**src/hdl/ebc_pkg.sv**
```systemverilog
package ebc_pkg;
    // transfer size encodings on the size pins
    localparam logic [1:0] SIZE_LONG = 2'h0;
    localparam logic [1:0] SIZE_BYTE = 2'h1;
    localparam logic [1:0] SIZE_WORD = 2'h2;
    localparam logic [1:0] SIZE_THREE = 2'h3;
    // size acknowledge encodings, active low
    localparam logic [1:0] ACK_WAIT = 2'h3;
    localparam logic [1:0] ACK_PORT8 = 2'h2;
    localparam logic [1:0] ACK_PORT16 = 2'h1;
    localparam logic [1:0] ACK_RSVD = 2'h0;
    // chip-select acknowledge field codes
    localparam logic [3:0] CS_ACK_FAST = 4'he;
    localparam logic [3:0] CS_ACK_EXTERNAL = 4'hf;
    // internal module access length in clocks
    localparam logic [1:0] INT_CYCLES = 2'h2;
    // monitor timeouts in system clocks
    localparam logic [6:0] BMT_64 = 7'h40;
    localparam logic [6:0] BMT_32 = 7'h20;
    localparam logic [6:0] BMT_16 = 7'h10;
    localparam logic [6:0] BMT_8 = 7'h08;
    // first half-clock state number loaded on accept: two states per clock
    localparam logic [7:0] STATE_ONE = 8'h01;
    typedef enum logic [2:0] {
        EBC_IDLE, EBC_INT, EBC_ADDR, EBC_STROBE, EBC_WAIT, EBC_DONE
    } ebc_state_e;
    typedef logic [23:0] ebc_addr_t;
endpackage : ebc_pkg

```
**src/hdl/ebc_sync_if.sv**
```systemverilog
interface ebc_sync_if;
    logic [1:0] size_ack_n;
    logic bus_error_n;
    logic halt_n;
    modport src (output size_ack_n, output bus_error_n, output halt_n);
    modport dst (input size_ack_n, input bus_error_n, input halt_n);
endinterface : ebc_sync_if

```
**src/hdl/ebc_sync.sv**
```systemverilog
module ebc_sync (
    // clock and reset
    input wire logic ref_clk,
    input wire logic rst_n,
    // raw pins
    input wire logic [1:0] size_ack_n,
    input wire logic bus_error_n,
    input wire logic halt_n,
    // synchronised view
    ebc_sync_if.src sync
);
    logic [3:0] meta_r;
    logic [3:0] stab_r;
    // two-stage capture, first stage read only by second
    always_ff @(posedge ref_clk) begin
        if (!rst_n) begin
            meta_r <= 4'hf;
            stab_r <= 4'hf;
        end else begin
            meta_r <= {halt_n, bus_error_n, size_ack_n}; // RULE_23
            stab_r <= meta_r;
        end
    end
    assign sync.size_ack_n = stab_r[1:0];
    assign sync.bus_error_n = stab_r[2];
    assign sync.halt_n = stab_r[3];
endmodule : ebc_sync

```
**src/hdl/ebc_ctrl.sv**
```systemverilog
// Overview of operation
// (RULE_01) internal accesses finish in two clocks
// (RULE_02) regular external cycle three clocks, no waits
// (RULE_03) wait whole clocks until acknowledge low
// (RULE_04) no termination and no monitor: wait forever
// (RULE_05) bus error with halt acts as bus error
// (RULE_06) monitor raises bus error after selected timeout
// (RULE_07) drive address and size; outside decodes lanes
// (RULE_08) peripheral moves data then acknowledges port width
// (RULE_09) word reads fetch two bytes, byte one
// (RULE_10) word writes store two bytes, byte one
// (RULE_11) fast termination completes in two clocks
// (RULE_12) software programs overlapping chip-selects identically
// (RULE_13) acknowledge from chip-select logic or external
// (RULE_14) external acknowledge always honoured; fast cycles here ignore it
// (RULE_15) acknowledge held low gives three-clock cycles
// (RULE_16) fast termination only with fast code
// (RULE_17) fast device has data by state four
// (RULE_18) fast cycles: data strobe on reads only
// (RULE_19) software sets strobe select for fast writes
// (RULE_20) timing counted in half-clock states
// (RULE_21) acknowledge encoding: wait, 8-bit, 16-bit, reserved
// (RULE_22) 8-bit ports sit on upper data lines
// (RULE_23) synchronise acknowledge, bus error and halt
module ebc_ctrl
    import ebc_pkg::*;
(
    // clock and reset
    input wire logic ref_clk,
    input wire logic rst_n,
    // request side
    input wire logic req_valid,
    output logic req_ready,
    input wire logic req_internal,
    input wire logic req_write,
    input wire ebc_pkg::ebc_addr_t req_addr,
    input wire logic [1:0] req_size,
    input wire logic [15:0] req_wdata,
    input wire logic [3:0] cs_ack_field,
    // configuration
    input wire logic monitor_enable,
    input wire logic [1:0] monitor_timeout_select,
    // response side
    output logic rsp_valid,
    output logic rsp_bus_error,
    output logic rsp_port16,
    output logic [15:0] rsp_rdata,
    output logic [7:0] rsp_state_count,
    // external bus pins
    output logic [23:0] ext_addr,
    output logic [1:0] transfer_size,
    output logic address_strobe_n,
    output logic data_strobe_n,
    output logic read_write,
    output logic bus_reference_clock,
    input wire logic [15:0] data_in,
    output logic [15:0] data_out,
    output logic data_oe_n,
    input wire logic [1:0] size_ack_n,
    input wire logic bus_error_n,
    input wire logic halt_n
);
    import ebc_pkg::*;

    ////////////////////////////////////////////////////////////////////////
    ebc_sync_if sync_bus ();

    ebc_sync u_sync (
        .ref_clk(ref_clk),
        .rst_n(rst_n),
        .size_ack_n(size_ack_n),
        .bus_error_n(bus_error_n),
        .halt_n(halt_n),
        .sync(sync_bus.src)
    );

    ////////////////////////////////////////////////////////////////////////
    function automatic logic [6:0] timeout_of(input logic [1:0] sel);
        logic [6:0] t;
        t = BMT_64;
        case (sel)
            2'h0: t = BMT_64;
            2'h1: t = BMT_32;
            2'h2: t = BMT_16;
            default: t = BMT_8;
        endcase
        return t;
    endfunction : timeout_of

    ebc_state_e state_r, state_nxt;
    logic write_r;
    logic fast_r;
    logic internal_r;
    logic [6:0] mon_cnt_r;
    logic [7:0] phase_cnt_r;
    logic clk_half_r;
    ebc_addr_t addr_r;
    logic [1:0] size_r;
    logic [15:0] wdata_r;
    logic [15:0] rdata_r;
    logic bus_err_r;
    logic port16_r;
    logic done_r;

    ////////////////////////////////////////////////////////////////////////
    // termination decode
    wire logic [1:0] ack_sync = sync_bus.size_ack_n;
    wire logic ext_ack = (ack_sync == ACK_PORT8) || (ack_sync == ACK_PORT16); // RULE_21
    wire logic ext_ack16 = (ack_sync == ACK_PORT16); // RULE_21
    // bus error wins regardless of halt
    wire logic ext_bus_error_n = !sync_bus.bus_error_n; // RULE_05
    wire logic mon_bus_error_n = monitor_enable &&
        (mon_cnt_r >= timeout_of(monitor_timeout_select)); // RULE_06
    wire logic any_bus_error_n = ext_bus_error_n || mon_bus_error_n;
    wire logic cs_fast = (cs_ack_field == CS_ACK_FAST); // RULE_16
    // external lines honoured in the strobe and wait states, never in fast cycles
    wire logic term_wait = ext_ack || any_bus_error_n; // RULE_14 RULE_03 RULE_04
    wire logic is_byte = (req_size == SIZE_BYTE);
    wire logic accept = req_valid && (state_r == EBC_IDLE);

    ////////////////////////////////////////////////////////////////////////
    always_comb begin
        state_nxt = state_r;
        case (state_r)
            EBC_IDLE: begin
                if (req_valid) begin
                    state_nxt = req_internal ? EBC_INT : EBC_ADDR;
                end
            end
            EBC_INT: state_nxt = EBC_DONE; // RULE_01
            EBC_ADDR: state_nxt = fast_r ? EBC_DONE : EBC_STROBE; // RULE_11
            EBC_STROBE: state_nxt = term_wait ? EBC_DONE : EBC_WAIT; // RULE_02 RULE_15
            EBC_WAIT: state_nxt = term_wait ? EBC_DONE : EBC_WAIT; // RULE_03 RULE_04
            EBC_DONE: state_nxt = EBC_IDLE;
            default: state_nxt = EBC_IDLE;
        endcase
    end

    always_ff @(posedge ref_clk) begin
        if (!rst_n) begin
            state_r <= EBC_IDLE;
        end else begin
            state_r <= state_nxt;
        end
    end

    ////////////////////////////////////////////////////////////////////////
    // request capture
    always_ff @(posedge ref_clk) begin
        if (!rst_n) begin
            write_r <= 1'b0;
            fast_r <= 1'b0;
            internal_r <= 1'b0;
            addr_r <= '0;
            size_r <= SIZE_BYTE;
            wdata_r <= 16'h0000;
        end else if (accept) begin
            write_r <= req_write;
            fast_r <= cs_fast && !req_internal; // RULE_13 RULE_11
            internal_r <= req_internal;
            addr_r <= req_addr; // RULE_07
            // byte op moves one byte, else two
            size_r <= is_byte ? SIZE_BYTE : SIZE_WORD; // RULE_09 RULE_10
            wdata_r <= req_wdata;
        end
    end

    // monitor counts clocks in the strobe and wait states
    always_ff @(posedge ref_clk) begin
        if (!rst_n) begin
            mon_cnt_r <= 7'h00;
        end else if (state_r == EBC_STROBE || state_r == EBC_WAIT) begin
            if (mon_cnt_r != BMT_64) begin
                mon_cnt_r <= mon_cnt_r + 7'h01;
            end
        end else begin
            mon_cnt_r <= 7'h00;
        end
    end

    // half-clock state numbering
    always_ff @(posedge ref_clk) begin
        if (!rst_n) begin
            phase_cnt_r <= 8'h00;
        end else if (accept) begin
            phase_cnt_r <= STATE_ONE; // RULE_20
        end else if (state_r != EBC_IDLE && phase_cnt_r < 8'hfe) begin
            phase_cnt_r <= phase_cnt_r + 8'h02; // RULE_20
        end
    end

    always_ff @(posedge ref_clk) begin
        if (!rst_n) begin
            clk_half_r <= 1'b0;
        end else begin
            clk_half_r <= !clk_half_r;
        end
    end

    ////////////////////////////////////////////////////////////////////////
    // completion and data capture
    wire logic finishing = (state_nxt == EBC_DONE) && (state_r != EBC_DONE);
    wire logic end_err = (state_r == EBC_STROBE || state_r == EBC_WAIT) && any_bus_error_n;
    wire logic end16 = fast_r || internal_r || (ext_ack16 && !any_bus_error_n);
    // 8-bit ports sit on the upper lanes
    wire logic [15:0] rd_lane = (end16 || !ext_ack) ? data_in
        : {data_in[15:8], data_in[15:8]}; // RULE_22

    always_ff @(posedge ref_clk) begin
        if (!rst_n) begin
            rdata_r <= 16'h0000;
            bus_err_r <= 1'b0;
            port16_r <= 1'b0;
            done_r <= 1'b0;
        end else begin
            done_r <= finishing;
            if (finishing) begin
                bus_err_r <= end_err;
                port16_r <= end16;
                if (!write_r) begin
                    rdata_r <= rd_lane; // RULE_08 RULE_17
                end
            end
        end
    end

    ////////////////////////////////////////////////////////////////////////
    wire logic ext_active = (state_r == EBC_ADDR || state_r == EBC_STROBE ||
        state_r == EBC_WAIT) && !internal_r;
    wire logic strobe_phase = (state_r == EBC_STROBE || state_r == EBC_WAIT) ||
        (state_r == EBC_ADDR && fast_r);

    assign req_ready = (state_r == EBC_IDLE);
    assign rsp_valid = done_r;
    assign rsp_bus_error = bus_err_r;
    assign rsp_port16 = port16_r;
    assign rsp_rdata = rdata_r;
    assign rsp_state_count = phase_cnt_r;
    assign ext_addr = addr_r; // RULE_07
    assign transfer_size = size_r; // RULE_07
    assign address_strobe_n = !ext_active;
    // fast writes leave data strobe negated
    assign data_strobe_n = !(strobe_phase && !(fast_r && write_r)); // RULE_18
    assign read_write = !write_r;
    assign bus_reference_clock = clk_half_r;
    assign data_out = wdata_r;
    assign data_oe_n = !(ext_active && write_r);
endmodule : ebc_ctrl

```
**config.mk**
```make
export PLATFORM = sky130hd
export DESIGN_NAME = ebc_ctrl
export DESIGN_NICKNAME = d
export VERILOG_FILES = /design/src/hdl/ebc_pkg.sv /design/src/hdl/ebc_sync_if.sv /design/src/hdl/ebc_sync.sv /design/src/hdl/ebc_ctrl.sv
export SDC_FILE = /design/constraint.sdc
export NUM_CORES = 1
export LEC_CHECK = 0
export ABC_AREA = 1
export BUFFER_PORTS_ARGS = -buffer_cell sky130_fd_sc_hd__buf_2
export CORE_ASPECT_RATIO = 1.1
export CORE_MARGIN = 3
export CORE_UTILIZATION = 50
export CTS_BUF_LIST = sky130_fd_sc_hd__clkbuf_8
export CTS_CLUSTER_DIAMETER = 200
export DETAILED_ROUTE_END_ITERATION = 6
export PLACE_DENSITY = 0.88
export SYNTH_ARGS = -nofsm -noshare
export SYNTH_HDL_FRONTEND = slang
export SYNTH_SLANG_ARGS = --single-unit
```
**constraint.sdc**
```tcl
create_clock -name ref_clk -period 2.2 [get_ports ref_clk]
set_input_delay 0.44 -clock ref_clk [delete_from_list [all_inputs] [get_ports ref_clk]]
set_output_delay 0.44 -clock ref_clk [all_outputs]
set_load 0.05 [all_outputs]
```
# == Word level (Yosys, flattened, before mapping) ==
# Index checks and enable logic that the tools add are counted.
# totals
memories,0
ram_bits,0
latch_bits,0
regBits,89
mem_bits_ro,0
output_inout_bits,75
# op_classes
n_addsub,2
n_reduce_logical,41
div_mod_pow,0
shifts,0
muxes,10
eq_ne,13
n_bitwise,2
magnitude_cmp,2
n_mul,0
# ops
op,count
7-bit case mux with 3 select lines,1
1-bit logical AND,12
3-bit case mux with 4 select lines,1
1-bit zero test,11
1-bit logical OR,10
"8-bit by 2-bit adder with 8-bit output, second input constant",1
"8-bit less-than comparator, second input constant",1
8-bit 2-to-1 mux,1
"7-bit by 1-bit adder with 7-bit output, second input constant",1
7-bit greater-or-equal comparator,1
"7-bit inequality test, second input constant",1
"2-bit by 1-bit equality test with 1-bit output, second input constant",3
"3-bit by 2-bit equality test with 1-bit output, second input constant",2
"3-bit equality test, second input constant",2
3-bit 2-to-1 mux,2
"2-bit equality test, second input constant",2
"4-bit equality test, second input constant",1
2-bit 2-to-1 mux,2
2-bit AND reduction,2
2-bit OR reduction,2
"3-bit by 1-bit equality test with 1-bit output, second input constant",1
3-bit zero test,1
1-bit 2-to-1 mux,3
"3-bit inequality test, second input constant",1
4 further kinds,5

# == Logic depth before layout (Yosys ltp) ==
# depth
ltp_word,11
depth_mapped,18
mapped_depth_nobuf,17

# == Modules after synthesis ==
# Synthesis repeated with hierarchy kept, for this count alone.
# unflattened
cells_unflattened,501
area_unflattened_um2,3783.6
# modules_own_cells
mod,instances,seq_area_each_um2,cells_each,area_each_um2
ebc_ctrl,1,1661.6,476,3558.4
ebc_sync,1,160.2,25,225.2

# == Worst setup path before layout ==
# No wires, ideal clock.
# synth_path
path_type,register to output
from,register write_r
to,output data_strobe_n
arrival_ns,1.917
path_buffers,0
slack_ns,-0.157
path_stages_with_launch,3
cell_sequence,dfxtp_1 -> inv_1 -> o21ai_0
# synth_via
elab_chain_cells,4
# synth_rtl
item,line,rtl
from (decl),ebc_ctrl.sv:91,logic write_r;
from (signal assigned),ebc_ctrl.sv:158,write_r <= req_write;
1-bit logical AND,ebc_ctrl.sv:243,assign data_strobe_n = !(strobe_phase && !(fast_r && write_r));
1-bit zero test,ebc_ctrl.sv:243,
1-bit logical AND,ebc_ctrl.sv:243,
1-bit zero test,ebc_ctrl.sv:243,
to (decl),ebc_ctrl.sv:53,"output logic data_strobe_n,"
# Every way passes these cells.

# == Worst setup path after layout ==
# Ends and elaborated chain as after synthesis.

==> parameters.txt <==
Parameter                              Value

Floorplanning
  Area of the core    7090 µm²
  Initial Util    51.9%
  Die Footprint    8420 µm²
  Die W    87.8 µm
  Overall die height    95.9 µm
  Rows    32
  Ports    149

Synth
  Total number of yosys warnings    0
  Flops & latches, synth    89
  Instance count of the mapped netlist    474
  Post-synth design cell area    3680 µm²
  Average cell area after synthesis    7.76 µm²
  Net Count, Synth    556
  Simple logic cell fraction of the synthesized area    26.7%
  Main area contributors after synthesis    dfxtp_1 (48%), nand2_1 (15%), a21oi_1 (8.7%)
  Synthesized-area fraction occupied by ao, oa, aoi and oai cells    13.5%
  Synth unique cells    34
  Portion of netlist area occupied by mux cells    0%
  Dominant combinational cell family by area after synthesis    simple AND/OR/NAND/NOR gates
  Primary flip-flop cell chosen by synthesis mapping    dfxtp_1
  Most frequent cell after synthesis    nand2_1
  Async set-or-reset flop fraction in the synthesized netlist    0%
  Largest area contributor in the synthesized netlist    dfxtp_1
  Number of enable-type register cells in the synthesized netlist    0
  Post-synthesis share of cell area spent on xor and xnor gates    0.715%
  Top cell type's share of synthesized area    48.5%
  Synth cell count leaders    nand2_1 (149), dfxtp_1 (89), a21oi_1 (64), inv_1 (44), nand3_1 (18)
  Sequential element share of the synthesized area    48.5%
  Share of synthesized cell area in full adder, half adder and majority cells    2.72%

Power and ir drop
  Net switching component of the power    2.19 mW
  Share of power burned in registers    39.7%
  Post-route total power    4.95 mW
  Combinational Power Share    40.6%
  Clock share of power    19.7%
  Switching part of the total    44.2%
  Total power density per cell area    1060 nW/µm²
  Cell internal pwr    2.77 mW
  Static leakage    2.28 nW
  Worst voltage drop across the vdd grid    528 µV

Clocking
  Quantity of hold-fixing buffers added after cts    0
  Number of CTS-inserted buffers    9
  Clock root buffer master    clkbuf_8
  Clock network latency to the later pin of the worst-skew pair    340 ps
  Post-CTS setup buffer count    0
  Clock edge transition at the registers on the reported setup and hold paths    90 ps
  TritonCTS clock tree    yes
  Depth of the CTS H-tree    3
  Number of clock sinks    89
  Clk buf depth    2
  Quantity of gates resized following cts    0

Placement
  Area post-placement    4510 µm²
  Placed wire-length estimate after detailed placement    6740 µm
  Pre-CTS worst setup slack    -137 ps
  Inst Count DP    698
  Gp weighted congestion    0.859
  PortBufs    147

Worst setup path
  R2R setup slack    210 ps
  Arrival time at the worst endpoint    1570 ps
  Worst Path Required    1760 ps
  Worst path cell trace    inv_1 > o21ai_1 > buf_2
  Depth of the worst register-to-register path    14
  CP max stage delay    560 ps
  Element type at the critical path start    register
  Crit Path Max Fanout    4
  Setup Crit Path Kind    register to output port
  Worst reg2reg endpoint    rsp_rdata[7]$_SDFFE_PN0P_
  Critical path capture point type    output port
  Critical register-to-register path startpoint    mon_cnt_r[6]$_SDFFE_PN0P_
  Cell at the slowest stage of the critical path    dfxtp_1

STA
  Fin Clk Skew    14.3 ps
  Pin slew with the least headroom to its limit    440 ps
  Slew headroom    70.5%
  Maximum achievable frequency    497 MHz
  Setup TNS    0 ps
  Final count of pins violating max slew    0
  Clock period minus final worst setup slack    2010 ps
  Final Worst Setup Slack    186 ps
  Unrepaired setup endpoints after global routing    false
  Period utilization    91.5%
  Setup violation total in the final timing report    0
  Final hold vios    0

Cells and area
  Layout Area Growth over Synthesis    27.5%
  Total Nets Final    707
  Diodes inserted    0
  Cell area after layout    4690 µm²
  Number of standard cells in the layout, taps in and fillers out    714
  Layout cells sized above 1    34.5%

Routing
  Post-DR wirelength/cell    12.6 µm
  Vias per inst    4.91
  Antenna-violating nets left    0
  First-pass iteration count of the detailed router    4
  Number of remaining DRC errors    0
  Total via count after detailed routing    3509
  Initial drt markers    94
  Total routed wirelength    9010 µm

GRT
  GRT Resource Usage Total    20.8%
  Final global-route overflow total    0
  Number of antenna violations at the first check in global routing    1
  Vias in the first global route    3221
  Wire length of the first global-routing pass    14000 µm
  Maximum number of pins on one net before global-route repair    39

Min path
  Startpoint of the most critical hold path    size_ack_n[1]
  Classification of the worst-slack hold path    input pin to register
  Terminating pin of the worst hold path    u_sync.meta_r[1]$_SDFF_PN1_
  Cell depth of the worst min-delay path    2

Status
  Run status    finished, final reports clean

Job
  Maximum capacitance violations    0
==> layout make-up <==
type,count,area [µm²]
clock inverters,6,45.0
flip-flops and latches,89,1780
repair buffers,156,828
well taps,85,106
inverters,49,184
fillers,627,2400
clock buffers,9,124
multi-input cells,320,1620
==> logic make-up after synthesis <==
group	count (synthesis)
flip-flops	89
buffers and inverters	66
XOR/XNOR	3
adder cells (fa/ha/maj)	8
AND/OR/NAND/NOR	220
AO/OA/AOI/OAI	88
==> power groups by stage <==
stage | combinational, mW | sequential (mW) | clock (mW)
6_report | 2.01 | 1.97 | 0.977
5_1_grt | 2.16 | 2.00 | 1.08
4_1_cts | 2.01 | 1.96 | 1.02
3_5_place_dp | 2.00 | 2.00 | 0
3_3_place_gp | 1.96 | 1.99 | 0
2_1_floorplan | 0.863 | 2.66 | 0
==> worst max-delay path, delay by kind of cell, from the launching register on <==
kind,cells,cell delay (ps)
buffers and inverters,2,500
AOI/OAI and AO/OA,1,190
DFF,1,560
==> cell usage in the layout (no fill, tap or decap), types with 5 or more instances in the layout <==
cell type  synthesis  routed
nand3_1           18      18
inv_2              4       5
nand2_2            8       8
a21oi_1           64      64
buf_2              4     147
nor2_1            17      17
inv_1             44      44
clkbuf_8           0       9
or2_2             10      10
o21ai_0            7       6
buf_4              0       7
ha_1               8       8
a21oi_2           10      10
nand2_1          149     149
dfxtp_1           89      88
nor3_1             5       5
==> flip-flops by register name, summed over array words and instances, names as in the netlist, 2 cells and up <==
name             count
data_out            16
ext_addr            24
mon_cnt_r            7
rsp_rdata           16
u_sync.meta_r        3
state_r              3
u_sync.stab_r        3
rsp_state_count      8
transfer_size        2
==> metal layers <==
layer  vias up  wire, µm  track usage (%)
met1      1585      3810             24.6
met2       107      4520             36.3
met4         2       121             7.42
met3        12       535             5.22
met5         -        18                0
li1       1803         -                -
==> worst max-delay path by stage <==
stage | to | slack, ps | from
2_1_floorplan | data_strobe_n | 230 | write_r$_SDFFE_PN0P_
6_report | data_strobe_n | 190 | write_r$_SDFFE_PN0P_
4_1_cts | rsp_rdata[0]$_SDFFE_PN0P_ | 150 | mon_cnt_r[3]$_SDFFE_PN0P_
3_3_place_gp | rsp_rdata[2]$_SDFFE_PN0P_ | 20 | monitor_timeout_select[0]
3_5_place_dp | rsp_rdata[0]$_SDFFE_PN0P_ | -140 | monitor_timeout_select[1]
5_1_grt | rsp_rdata[7]$_SDFFE_PN0P_ | 60 | mon_cnt_r[3]$_SDFFE_PN0P_
==> metrics by stage <==
step           hold WS, ps  utilization, %
2_1_floorplan          393               -
3_3_place_gp           395            63.6
3_5_place_dp           402            63.6
4_1_cts                262            66.0
5_1_grt                266            66.1
6_report               283            66.1
Power figures use the tool's default switching activity.
